--- src/rtl/cid_pkg.sv ---
package cid_pkg;
	// Opcode words
	localparam logic [15:0] OP_POSITION  = 16'h0038;
	localparam logic [15:0] OP_SCALE     = 16'h0029;
	localparam logic [15:0] OP_STACK     = 16'h0039;
	localparam logic [15:0] OP_VIEWPORT  = 16'h0067;
	localparam logic [11:0] OP_SEARCH_LO = 12'h021;
	localparam logic [11:0] OP_DRAW_LO   = 12'h000;
	localparam logic [15:0] OP_LINE      = 16'h0002;
	localparam logic [15:0] OP_LINE_CUR  = 16'h0003;
	localparam int          DIAG_BIT     = 7;
	// Position word fields
	localparam int          POS_ME_BIT   = 6;
	// Operand address word fields
	localparam int          ADDR_REL_BIT = 15;
	localparam logic [15:0] ADDR_MASK    = 16'h0FFF;
	// Execution times in system clock cycles
	localparam int          SCALE_CYC    = 57;
	localparam int          SEARCH_CYC   = 112;
	localparam int          STACK_CYC    = 90;
	localparam int          VIEW_CYC     = 85;
	localparam int          POS_CYC      = 36;
	localparam int          CNT_W        = 7;
	// Reset values
	localparam logic [15:0] RST_WORD     = 16'h0000;
endpackage
--- src/rtl/cid_link_if.sv ---
`timescale 1ns/1ps
interface cid_link_if;
	logic [15:0] word;
	logic        valid;
	logic        ready;
	logic        busy;
	modport dev  (input word, input valid, output ready, output busy);
	modport host (output word, output valid, input ready, input busy);
endinterface

--- src/rtl/cid_dev.sv ---
// Our own choices: the register offsets and strobed register access.
`timescale 1ns/1ps
// What this block does
// - Bit-wise instruction runs only on group match
// - Low position bits pick operand nibble
// - Position setup always clears picking enable
// - Masked writes only for line instructions
// - Scale loads X,Y; zero disables axis
// - Scale factor is 15-bit, top zero
// - Opcode bit 7 adds diagonal modifier word
// - Scale instruction takes 57 cycles
// - Search nibble MSB is plane 0
// - Search colour feeds fill and copy
// - Search colour 112 cycles, pen unchanged
// - Stack lives in plane 0
// - Host gives word-aligned stack X
// - Stack grows start to terminate, overflow flagged
// - Stack setup 0039, three words, 90 cycles
// - Software reserves large stack region
// - Viewport 0067 resolves relative base, stores it
// - Position setup sets masked write enable
// - Viewport instruction takes 85 cycles
module cid_dev
	import cid_pkg::*;
#(
	parameter int COORD_W = 12
)
(
	// Clock and reset
	input  wire logic               core_clk_i,
	input  wire logic               arst_n_i,
	// Link to host
	cid_link_if.dev                 link,
	// Stack pointer events from the drawing engine
	input  wire logic               stk_push_i,
	input  wire logic               stk_pop_i,
	// Draw unit queries
	input  wire logic [15:0]        draw_op_i,
	output logic                    masked_write_o,
	output logic                    pick_enable_o,
	// Configuration state
	output logic [5:0]              device_position_o,
	output logic [3:0]              search_color_o,
	output logic [3:0]              fill_boundary_o,
	output logic [3:0]              copy_match_color_o,
	output logic [15:0]             x_scale_o,
	output logic [15:0]             y_scale_o,
	output logic                    x_scale_en_o,
	output logic                    y_scale_en_o,
	output logic [15:0]             diagonal_length_modifier_o,
	output logic [COORD_W-1:0]      stack_x_o,
	output logic [COORD_W-1:0]      stack_start_o,
	output logic [COORD_W-1:0]      stack_terminate_o,
	output logic [COORD_W-1:0]      stack_ptr_o,
	output logic                    stack_overflow_o,
	output logic [COORD_W-1:0]      view_x_o,
	output logic [COORD_W-1:0]      view_y_o,
	output logic [COORD_W-1:0]      pen_x_o,
	output logic [COORD_W-1:0]      pen_y_o,
	input  wire logic               pick_set_i,
	input  wire logic               pick_val_i
);
	typedef enum logic [2:0] {
		CID_IDLE, CID_OPND, CID_WAIT
	} cid_state_e;

	cid_state_e        state_r;
	logic [15:0]       op_r;
	logic [1:0]        idx_r;
	logic [1:0]        need_r;
	logic [CNT_W-1:0]  cnt_r;
	logic [15:0]       w0_r;
	logic [15:0]       w1_r;
	logic              me_r;
	logic              take;
	logic [1:0]        need_nxt;
	logic [CNT_W-1:0]  cyc_nxt;
	logic [3:0]        nib;
	logic [3:0]        nib_rev;
	logic              group_hit;

	assign take = link.valid && link.ready;

	// The diagonal-word flag sits inside the low opcode byte, so scale is matched with it masked
	localparam logic [15:0] DIAG_MASK = 16'h0001 << DIAG_BIT;

	// Operand count and run time per opcode
	always_comb begin
		need_nxt = 2'd0;
		cyc_nxt  = CNT_W'(POS_CYC);
		if (link.word == OP_POSITION) begin
			need_nxt = 2'd1;
		end else if ((link.word & ~DIAG_MASK) == OP_SCALE) begin
			need_nxt = link.word[DIAG_BIT] ? 2'd3 : 2'd2;
			cyc_nxt  = CNT_W'(SCALE_CYC);
		end else if (link.word[11:0] == OP_SEARCH_LO) begin
			need_nxt = 2'd1;
			cyc_nxt  = CNT_W'(SEARCH_CYC);
		end else if (link.word == OP_STACK) begin
			need_nxt = 2'd3;
			cyc_nxt  = CNT_W'(STACK_CYC);
		end else if (link.word == OP_VIEWPORT) begin
			need_nxt = 2'd2;
			cyc_nxt  = CNT_W'(VIEW_CYC);
		end
	end

	// Ready only while idle or gathering operands; busy covers the run time
	assign link.ready = (state_r != CID_WAIT);
	assign link.busy  = (state_r != CID_IDLE);

	// Sequencer: opcode, operand words, then the documented run time
	always_ff @(posedge core_clk_i or negedge arst_n_i) begin
		if (!arst_n_i) begin
			state_r <= CID_IDLE;
			op_r    <= RST_WORD;
			idx_r   <= 2'd0;
			need_r  <= 2'd0;
			cnt_r   <= '0;
		end else begin
			unique case (state_r)
				CID_IDLE: begin
					if (take && need_nxt != 2'd0) begin
						op_r    <= link.word;
						need_r  <= need_nxt;
						idx_r   <= 2'd0;
						cnt_r   <= cyc_nxt - CNT_W'(need_nxt) - CNT_W'(1);
						state_r <= CID_OPND;
					end
				end
				CID_OPND: begin
					if (take) begin
						idx_r <= idx_r + 2'd1;
						if (idx_r + 2'd1 == need_r) begin
							state_r <= CID_WAIT;
						end
					end
				end
				CID_WAIT: begin
					cnt_r <= cnt_r - CNT_W'(1);
					if (cnt_r <= CNT_W'(1)) begin
						state_r <= CID_IDLE;
					end
				end
				default: state_r <= CID_IDLE;
			endcase
		end
	end

	// Keep the first two operands for multi-word commands
	always_ff @(posedge core_clk_i or negedge arst_n_i) begin
		if (!arst_n_i) begin
			w0_r <= RST_WORD;
			w1_r <= RST_WORD;
		end else if (state_r == CID_OPND && take) begin
			if (idx_r == 2'd0) w0_r <= link.word;
			if (idx_r == 2'd1) w1_r <= link.word;
		end
	end

	logic last_opnd;
	assign last_opnd = (state_r == CID_OPND) && take && (idx_r + 2'd1 == need_r);

	// Group match and nibble pick for bit-wise commands
	assign group_hit = (op_r[15:12] == device_position_o[5:2]);
	assign nib = link.word[4*device_position_o[1:0] +: 4];
	assign nib_rev = {nib[0], nib[1], nib[2], nib[3]}; // bit 0 of result is plane 0

	// Position setup: group, masked writes, picking
	always_ff @(posedge core_clk_i or negedge arst_n_i) begin
		if (!arst_n_i) begin
			device_position_o <= 6'h00;
			me_r              <= 1'b0;
			pick_enable_o     <= 1'b0;
		end else if (last_opnd && op_r == OP_POSITION) begin
			device_position_o <= link.word[5:0];
			me_r              <= link.word[POS_ME_BIT];
			pick_enable_o     <= 1'b0;
		end else if (pick_set_i) begin
			pick_enable_o     <= pick_val_i;
		end
	end

	// Only the two line commands may use masked writes
	assign masked_write_o = me_r && (draw_op_i == OP_LINE || draw_op_i == OP_LINE_CUR);

	// Search colour, per plane, held until reprogrammed
	always_ff @(posedge core_clk_i or negedge arst_n_i) begin
		if (!arst_n_i) begin
			search_color_o <= 4'h0;
		end else if (last_opnd && op_r[11:0] == OP_SEARCH_LO && group_hit) begin
			search_color_o <= nib_rev;
		end
	end
	assign fill_boundary_o    = search_color_o;
	assign copy_match_color_o = search_color_o;

	// Scale factors and optional diagonal modifier
	always_ff @(posedge core_clk_i or negedge arst_n_i) begin
		if (!arst_n_i) begin
			x_scale_o                  <= RST_WORD;
			y_scale_o                  <= RST_WORD;
			diagonal_length_modifier_o <= RST_WORD;
		end else if (state_r == CID_OPND && take && (op_r & ~DIAG_MASK) == OP_SCALE) begin
			if (idx_r == 2'd0) x_scale_o <= {1'b0, link.word[14:0]};
			if (idx_r == 2'd1) y_scale_o <= {1'b0, link.word[14:0]};
			if (idx_r == 2'd2) diagonal_length_modifier_o <= link.word;
		end
	end
	assign x_scale_en_o = (x_scale_o != RST_WORD);
	assign y_scale_en_o = (y_scale_o != RST_WORD);

	// Stack bounds and pointer; the stack itself sits in plane 0
	always_ff @(posedge core_clk_i or negedge arst_n_i) begin
		if (!arst_n_i) begin
			stack_x_o         <= '0;
			stack_start_o     <= '0;
			stack_terminate_o <= '0;
			stack_ptr_o       <= '0;
			stack_overflow_o  <= 1'b0;
		end else if (last_opnd && op_r == OP_STACK) begin
			stack_x_o         <= w0_r[COORD_W-1:0] & ~COORD_W'(15);
			stack_start_o     <= w1_r[COORD_W-1:0];
			stack_terminate_o <= link.word[COORD_W-1:0];
			stack_ptr_o       <= w1_r[COORD_W-1:0];
			stack_overflow_o  <= 1'b0;
		end else if (stk_push_i && !stk_pop_i) begin
			stack_ptr_o <= stack_ptr_o + COORD_W'(1);
			if (stack_ptr_o >= stack_terminate_o) stack_overflow_o <= 1'b1;
		end else if (stk_pop_i && !stk_push_i && stack_ptr_o != stack_start_o) begin
			stack_ptr_o <= stack_ptr_o - COORD_W'(1); // never below start
		end
	end

	// Viewport base: the X operand's relative flag makes both operands add to the pen, pen follows the base
	logic [COORD_W-1:0] base_x;
	logic [COORD_W-1:0] base_y;
	assign base_x = w0_r[ADDR_REL_BIT] ? pen_x_o + w0_r[COORD_W-1:0] : w0_r[COORD_W-1:0];
	assign base_y = w0_r[ADDR_REL_BIT] ? pen_y_o + link.word[COORD_W-1:0]
		: link.word[COORD_W-1:0];
	always_ff @(posedge core_clk_i or negedge arst_n_i) begin
		if (!arst_n_i) begin
			view_x_o <= '0;
			view_y_o <= '0;
			pen_x_o  <= '0;
			pen_y_o  <= '0;
		end else if (last_opnd && op_r == OP_VIEWPORT) begin
			view_x_o <= base_x;
			view_y_o <= base_y;
			pen_x_o  <= base_x;
			pen_y_o  <= base_y;
		end
	end
endmodule

--- src/flat_wrapper.sv ---
// flat-port wrapper written by rule: the top's interface ports become plain ports
module cid_dev_flat import cid_pkg::*;
#(
	parameter int COORD_W = 12
)
  (core_clk_i, arst_n_i, stk_push_i, stk_pop_i, draw_op_i, masked_write_o, pick_enable_o, device_position_o, search_color_o, fill_boundary_o, copy_match_color_o, x_scale_o, y_scale_o, x_scale_en_o, y_scale_en_o, diagonal_length_modifier_o, stack_x_o, stack_start_o, stack_terminate_o, stack_ptr_o, stack_overflow_o, view_x_o, view_y_o, pen_x_o, pen_y_o, pick_set_i, pick_val_i, link_word, link_valid, link_ready, link_busy);
  cid_link_if link_i ();
  input  wire logic core_clk_i;
  input  wire logic arst_n_i;
  input  wire logic stk_push_i;
  input  wire logic stk_pop_i;
  input  wire logic [15:0] draw_op_i;
  output logic masked_write_o;
  output logic pick_enable_o;
  output logic [5:0] device_position_o;
  output logic [3:0] search_color_o;
  output logic [3:0] fill_boundary_o;
  output logic [3:0] copy_match_color_o;
  output logic [15:0] x_scale_o;
  output logic [15:0] y_scale_o;
  output logic x_scale_en_o;
  output logic y_scale_en_o;
  output logic [15:0] diagonal_length_modifier_o;
  output logic [COORD_W-1:0] stack_x_o;
  output logic [COORD_W-1:0] stack_start_o;
  output logic [COORD_W-1:0] stack_terminate_o;
  output logic [COORD_W-1:0] stack_ptr_o;
  output logic stack_overflow_o;
  output logic [COORD_W-1:0] view_x_o;
  output logic [COORD_W-1:0] view_y_o;
  output logic [COORD_W-1:0] pen_x_o;
  output logic [COORD_W-1:0] pen_y_o;
  input  wire logic pick_set_i;
  input  wire logic pick_val_i;
  input wire logic [$bits(link_i.word)-1:0] link_word;
  input wire logic [$bits(link_i.valid)-1:0] link_valid;
  output wire logic [$bits(link_i.ready)-1:0] link_ready;
  output wire logic [$bits(link_i.busy)-1:0] link_busy;
  assign link_i.word = link_word;
  assign link_i.valid = link_valid;
  assign link_ready = link_i.ready;
  assign link_busy = link_i.busy;
  cid_dev #(.COORD_W(COORD_W)) u_core (.core_clk_i(core_clk_i), .arst_n_i(arst_n_i), .link(link_i), .stk_push_i(stk_push_i), .stk_pop_i(stk_pop_i), .draw_op_i(draw_op_i), .masked_write_o(masked_write_o), .pick_enable_o(pick_enable_o), .device_position_o(device_position_o), .search_color_o(search_color_o), .fill_boundary_o(fill_boundary_o), .copy_match_color_o(copy_match_color_o), .x_scale_o(x_scale_o), .y_scale_o(y_scale_o), .x_scale_en_o(x_scale_en_o), .y_scale_en_o(y_scale_en_o), .diagonal_length_modifier_o(diagonal_length_modifier_o), .stack_x_o(stack_x_o), .stack_start_o(stack_start_o), .stack_terminate_o(stack_terminate_o), .stack_ptr_o(stack_ptr_o), .stack_overflow_o(stack_overflow_o), .view_x_o(view_x_o), .view_y_o(view_y_o), .pen_x_o(pen_x_o), .pen_y_o(pen_y_o), .pick_set_i(pick_set_i), .pick_val_i(pick_val_i));
endmodule
--- config.mk ---
export PLATFORM = sky130hd
export DESIGN_NAME = cid_dev_flat
export DESIGN_NICKNAME = d
export VERILOG_FILES = /design/src/rtl/cid_pkg.sv /design/src/rtl/cid_link_if.sv /design/src/rtl/cid_dev.sv /design/src/flat_wrapper.sv
export SDC_FILE = /design/constraint.sdc
export NUM_CORES = 1
export LEC_CHECK = 0
export ABC_AREA = 1
export BUFFER_PORTS_ARGS = -buffer_cell sky130_fd_sc_hd__buf_2
export CAP_MARGIN = 10
export CORE_ASPECT_RATIO = 1.5
export CORE_MARGIN = 3
export CORE_UTILIZATION = 45
export CTS_BUF_LIST = sky130_fd_sc_hd__clkbuf_4 sky130_fd_sc_hd__clkbuf_8 sky130_fd_sc_hd__clkbuf_16
export CTS_CLUSTER_SIZE = 16
export DETAILED_ROUTE_END_ITERATION = 6
export PLACE_DENSITY_LB_ADDON = 0.15
export SLEW_MARGIN = 5
export SYNTH_ARGS = -nofsm -noshare
export SYNTH_HDL_FRONTEND = slang
export SYNTH_SLANG_ARGS = --single-unit
--- constraint.sdc ---
create_clock -name core_clk_i -period 2.6 [get_ports core_clk_i]
set_input_delay 0.26 -clock core_clk_i [delete_from_list [all_inputs] [get_ports core_clk_i]]
set_output_delay 0.26 -clock core_clk_i [all_outputs]
set_load 0.005 [all_outputs]
Word-level counts from Yosys, hierarchy flattened. Cells that the tools add are included. W data, S select, Z words.

Input bits: 39. Word-level logic and storage cells: 126. Output and inout port bits: 169. Flip-flop bits (word level): 185.

Add/sub/neg operators: 8. Reduce and logical (&&, ||, !) cells: 39. Muxes and demuxes: 31. Shift-type cells: 1. Order comparisons: 2. Equality and inequality tests: 24.

Operators with widths (number): $eq A16 B6 Y1 const B (4); $mux W12 (5); $mux W7 (6); $eq A16 B2 Y1 const B (2); $eq A16 B7 Y1 const B (2); $reduce_bool A16 Y1 (2); $eq A15 B6 Y1 const B (2); $add A12 B12 Y12 (2); $eq A12 B6 Y1 const B (2); $reduce_and A2 Y1 (8); $shiftx A16 B5 Y4 (1); $logic_and A1 B1 Y1 (14); $mux W2 (7); $pmux W7 S2 (1); $sub A7 B1 Y7 const B (2); $add A12 B1 Y12 const B (1); $ge A12 B12 Y1 (1); $mux W3 (4); $ne A12 B12 Y1 (1); $reduce_bool A2 Y1 (6); $sub A12 B1 Y12 const B (1); $pmux W3 S3 (1); $ne A2 B1 Y1 const B (4); $le A7 B1 Y1 const B (1); 18 further kinds (25).

Logic depth before layout (Yosys ltp).
Depth in word-level cells: 10. Gate-level depth with buffers: 16. Depth with buffers taken out: 16.

Least setup slack after synthesis. Ideal clock, no wire load.

Path kind: input to register. From: input stk_push_i. To: register u_core.stack_ptr_o[6]. Required time: 2.483 ns. Data arrival time: 1.990 ns. Buffers on the path: 1. Setup time: 0.117 ns. Stages: 11. Setup slack: 0.493 ns. Path through: inv_1 -> or2_2 -> clkbuf_1 -> ha_1 -> a21oi_1 -> nand2_1 -> a21oi_1 -> xor2_1 -> o21ai_0 -> nand2_1 -> nand2_1.

Longest elaborated chain between the ends: 4. Elaborated cells on any way between the ends: 7. Classes of those cells: mux (2); reduce/logical (5).

Ends and longest elaborated chain: from (decl) (line flat_wrapper.sv:10) `input wire logic stk_push_i;`; $logic_not A1 Y1 (line cid_dev.sv:230) `end else if (stk_pop_i && !stk_push_i && stack_ptr_o != stack_start_o) begin`; $logic_and A1 B1 Y1 (2 in series) (line cid_dev.sv:230); $reduce_bool A3 Y1 (no source line); to (signal assigned) (line cid_dev.sv:225) `stack_ptr_o <= w1_r[COORD_W-1:0];`; to (signal assigned) (line cid_dev.sv:228) `stack_ptr_o <= stack_ptr_o + COORD_W'(1);`; to (signal assigned) (line cid_dev.sv:231) `stack_ptr_o <= stack_ptr_o - COORD_W'(1);`; to (decl) (line cid_dev.sv:54) `output logic [COORD_W-1:0] stack_ptr_o,`.

Parallel ways exist; a longest one is shown, timed or not. A chain may end at the register's enable or synchronous reset.

Final worst setup path.
From: register u_core.idx_r[0]. To: register u_core.stack_ptr_o[9].

Longest elaborated chain between the ends: 5. Elaborated cells on any way between the ends: 6. Classes of those cells: add/sub (1); eq/ne (1); mux (1); reduce/logical (3).

Ends and longest elaborated chain: from (decl) (line cid_dev.sv:69) `logic [1:0] idx_r;`; from (signal assigned) (line cid_dev.sv:133) `idx_r <= idx_r + 2'd1;`; $add A2 B1 Y2 (*) (line cid_dev.sv:162) `assign last_opnd = (state_r == CID_OPND) && take && (idx_r + 2'd1 == need_r);`; $eq A2 B2 Y1 (*) (line cid_dev.sv:162); $logic_and A1 B1 Y1 (*) (line cid_dev.sv:162); $logic_and A1 B1 Y1 (*) (line cid_dev.sv:221) `end else if (last_opnd && op_r == OP_STACK) begin`; $reduce_bool A3 Y1 (no source line) or $mux W12 (tied branches).

Mark *: on every way between the ends. The rest lies on a longest branch, timed or not.

==> run summary <==
status -> finished clean
Multi-input gate area -> 4930 um2
IO Port Bufs -> 200
Rel. slew slack -> 46.6%
core area -> 22,600 um2
leakage power -> 0.00661 uW
Max IR drop VDD -> 0.449 mV
placed wire-length estimate -> 22.3 mm
CTS root buf -> clkbuf_16
initial antenna violation count -> 0
post-CTS sizing -> 0
CP Data Required Time -> 2.98 ns
layout cells sized above 1 -> 19.3%
number of I/O pins -> 208
Worst Hold Class -> in2reg
final setup skew -> 0.00960 ns
Slew Limit Fails -> 0
post-synth top area share -> 43.6%
leading post-synthesis cells by cell area -> dfrtp_1 (44%), nand2_1 (15%), o21ai_0 (7.4%)
P per Cell Area -> 632 nW/um2
RSZ-0062 raised after global routing -> no
startpoint types -> flop
Final ANT Viol Nets -> 0
Avg Synthesized Cell Area -> 7.75 um2
DR vias -> 9,376
fin crit share -> 90.1%
min cycle time layout -> 2.34 ns
number of distinct library cells after synthesis -> 44
largest net degree at the start of global routing -> 52
DRC violations left -> 0
DR pass1 iterations -> 5
die area -> 25,000 um2
clk buf depth -> 2
Synth Instances -> 1,341
Setup crit end kind -> flop
GRT Overall Usage -> 24.5%
Worst Hold Slack -> 0.0587 ns
wire per inst -> 16.5 um
clk sinks -> 181
Num CTS Buffers -> 17
Die H -> 192 um
nets@finish -> 1,609
dominant cell type by area after synthesis -> dfrtp_1
Sum Neg Setup Slack -> 0 ns
total of max-cap violations -> 0
Post-synth EDFFs -> 0
Synth top cells by count -> nand2_1 (413), dfrtp_1 (181), o21ai_0 (154)
CTS tree -> yes
post-synthesis sequential area ratio -> 43.6%
die width -> 130 um
Yosys reg bits -> 181
vias in the first global route -> 9,138
Layout fillers -> 2,215
main flop type after synthesis -> dfrtp_1
DR vias/cell -> 5.20
Layout area overhead -> 16.8%
CP Data Arrival Time -> 2.73 ns
Routed WL -> 29.7 mm
critical path class -> reg2reg
Slew @ Worst Pin -> 0.790 ns
most frequent cell after synthesis -> nand2_1
Register Area -> 4530 um2
Initial Utilization -> 46.1%
fmax -> 427 MHz
H-tree depth -> 4
Mapped Area -> 10,400 um2
crit-path max FO -> 33
global route overflow -> 0
clk slew on worst S/H paths -> 0.07 ns
synth warn -> 0
Hold Violations, Final -> 0
ANT cells -> 0
Detailed Route Iter0 Violations -> 579
fraction of registers with async set/reset -> 100%
routability cong. -> 0.899
final setup violation count -> 0
clock latency at the later pin of the worst-skew pair -> 0.44 ns
FP Rows -> 67
first-pass GRT wire length -> 47.9 mm
## final cells by class
| class | instances | area share, % |
|---|---|---|
| repair buffers | 229 | 10.2 |
| well taps | 276 | 2.84 |
| clock buffers | 20 | 3.69 |
| inverters | 126 | 3.92 |
| multi-input cells | 961 | 40.6 |
| clock inverters | 11 | 1.42 |
| flip-flops and latches | 181 | 37.3 |
## per-layer routing
metal | share of wire (%) | GRT usage [%] | vias up | wire length, um
met5 | 0 | 0 | - | 0
met3 | 4.2 | 4.28 | 43 | 1250
met2 | 52 | 43.7 | 246 | 15400
met1 | 41 | 29.6 | 4411 | 12300
met4 | 2.4 | 8.28 | 0 | 706
li1 | - | - | 4676 | -
## cells in the final DEF (no fill, tap or decap), drive strengths merged
| cell | n |
|---|---|
| a211oi | 1 |
| a21boi | 2 |
| a21o | 2 |
| a21oi | 40 |
| a31o | 1 |
| a31oi | 6 |
| buf | 228 |
| bufinv | 4 |
| clkbuf | 20 |
| clkinv | 3 |
| conb | 6 |
| dfrtp | 181 |
| dlygate4sd3 | 1 |
| fa | 3 |
| ha | 51 |
| inv | 130 |
| nand2 | 416 |
| nand3 | 70 |
| nand3b | 4 |
| nand4 | 15 |
| nor2 | 86 |
| nor3 | 14 |
| nor3b | 3 |
| nor4 | 10 |
| nor4b | 2 |
| o211ai | 8 |
| o21ai | 172 |
| o21bai | 6 |
| o22ai | 1 |
| or2 | 9 |
| xnor2 | 17 |
| xor2 | 16 |
## what timing repair did
| action | in CTS | in global routing |
|---|---|---|
| setup buffers | 0 | 0 |
| hold endpoints to repair | 47 | 0 |
| hold buffers | 1 | 0 |
## sequential cells by signal, summed over array words and instances (netlist names)
signal	flops
u_core.y_scale_o	15
u_core.stack_ptr_o	12
u_core.diagonal_length_modifier_o	16
u_core.view_y_o	12
u_core.copy_match_color_o	4
u_core.view_x_o	12
u_core.stack_start_o	12
u_core.me_r	1
u_core.stack_terminate_o	12
u_core.cnt_r	7
u_core.stack_x_o	8
u_core.state_r	2
u_core.w0_r	13
u_core.x_scale_o	15
u_core.idx_r	2
u_core.op_r	16
u_core.stack_overflow_o	1
u_core.device_position_o	6
u_core.w1_r	12
u_core.pick_enable_o	1
u_core.need_r	2
## kinds of logic after synthesis
family,share of synthesized area (%)
AND/OR/NAND/NOR,25.6
AO/OA/AOI/OAI,12.1
buffers and inverters,9.16
flip-flops,43.6
adder cells (fa/ha/maj),6.72
XOR/XNOR,2.78
other,0.0361
## worst max-delay path, stage by stage (launching register included)
cell and delay, ns:
dfrtp_1 0.43, inv_1 0.08, ha_1 0.33, xnor2_1 0.26, nand3_2 0.19, nor2_2 0.27
buf_4 0.35, nand2_1 0.16, nand2_1 0.10, nand2_1 0.05, nand2_1 0.06
## through the flow
step           worst slack (ns)  cell area (um2)  cells  power [uW]  util [%]
2_1_floorplan             0.493            10400   1346        4290         -
3_3_place_gp              0.321            11500   1772        4920      51.0
3_5_place_dp              0.287            11500   1772        4930      51.0
4_1_cts                   0.259            12100   1804        7730      53.8
5_1_grt                  0.0416            12100   1804        8090      53.8
6_report                  0.257            12100   1804        7670      53.8
## final timing paths
kind | from | to | slack [ns] | cells past startpoint
worst max-delay path | u_core.idx_r[0]$_DFFE_PN0P_ | u_core.stack_ptr_o[9]$_DFFE_PN0P_ | 0.26 | 10
worst min-delay path | pick_val_i | u_core.pick_enable_o$_DFFE_PN0P_ | 0.06 | 3
worst max register to register | u_core.idx_r[0]$_DFFE_PN0P_ | u_core.stack_ptr_o[9]$_DFFE_PN0P_ | 0.26 | 10
worst min register to register | u_core.op_r[9]$_DFFE_PN0P_ | u_core.op_r[9]$_DFFE_PN0P_ | 0.47 | 2
max in group asynchronous | arst_n_i | u_core.stack_ptr_o[5]$_DFFE_PN0P_ | 1.46 | 3
min in group asynchronous | arst_n_i | u_core.view_x_o[7]$_DFFE_PN0P_ | 0.33 | 2
## report_power, final
part	internal, uW	switching (uW)	leakage [uW]
combinational	684	1050	0.00390
clock	1650	1140	0.000311
sequential	2920	223	0.00239
total	5260	2410	0.00661
Note: power is estimated with default switching activity, not from simulation.
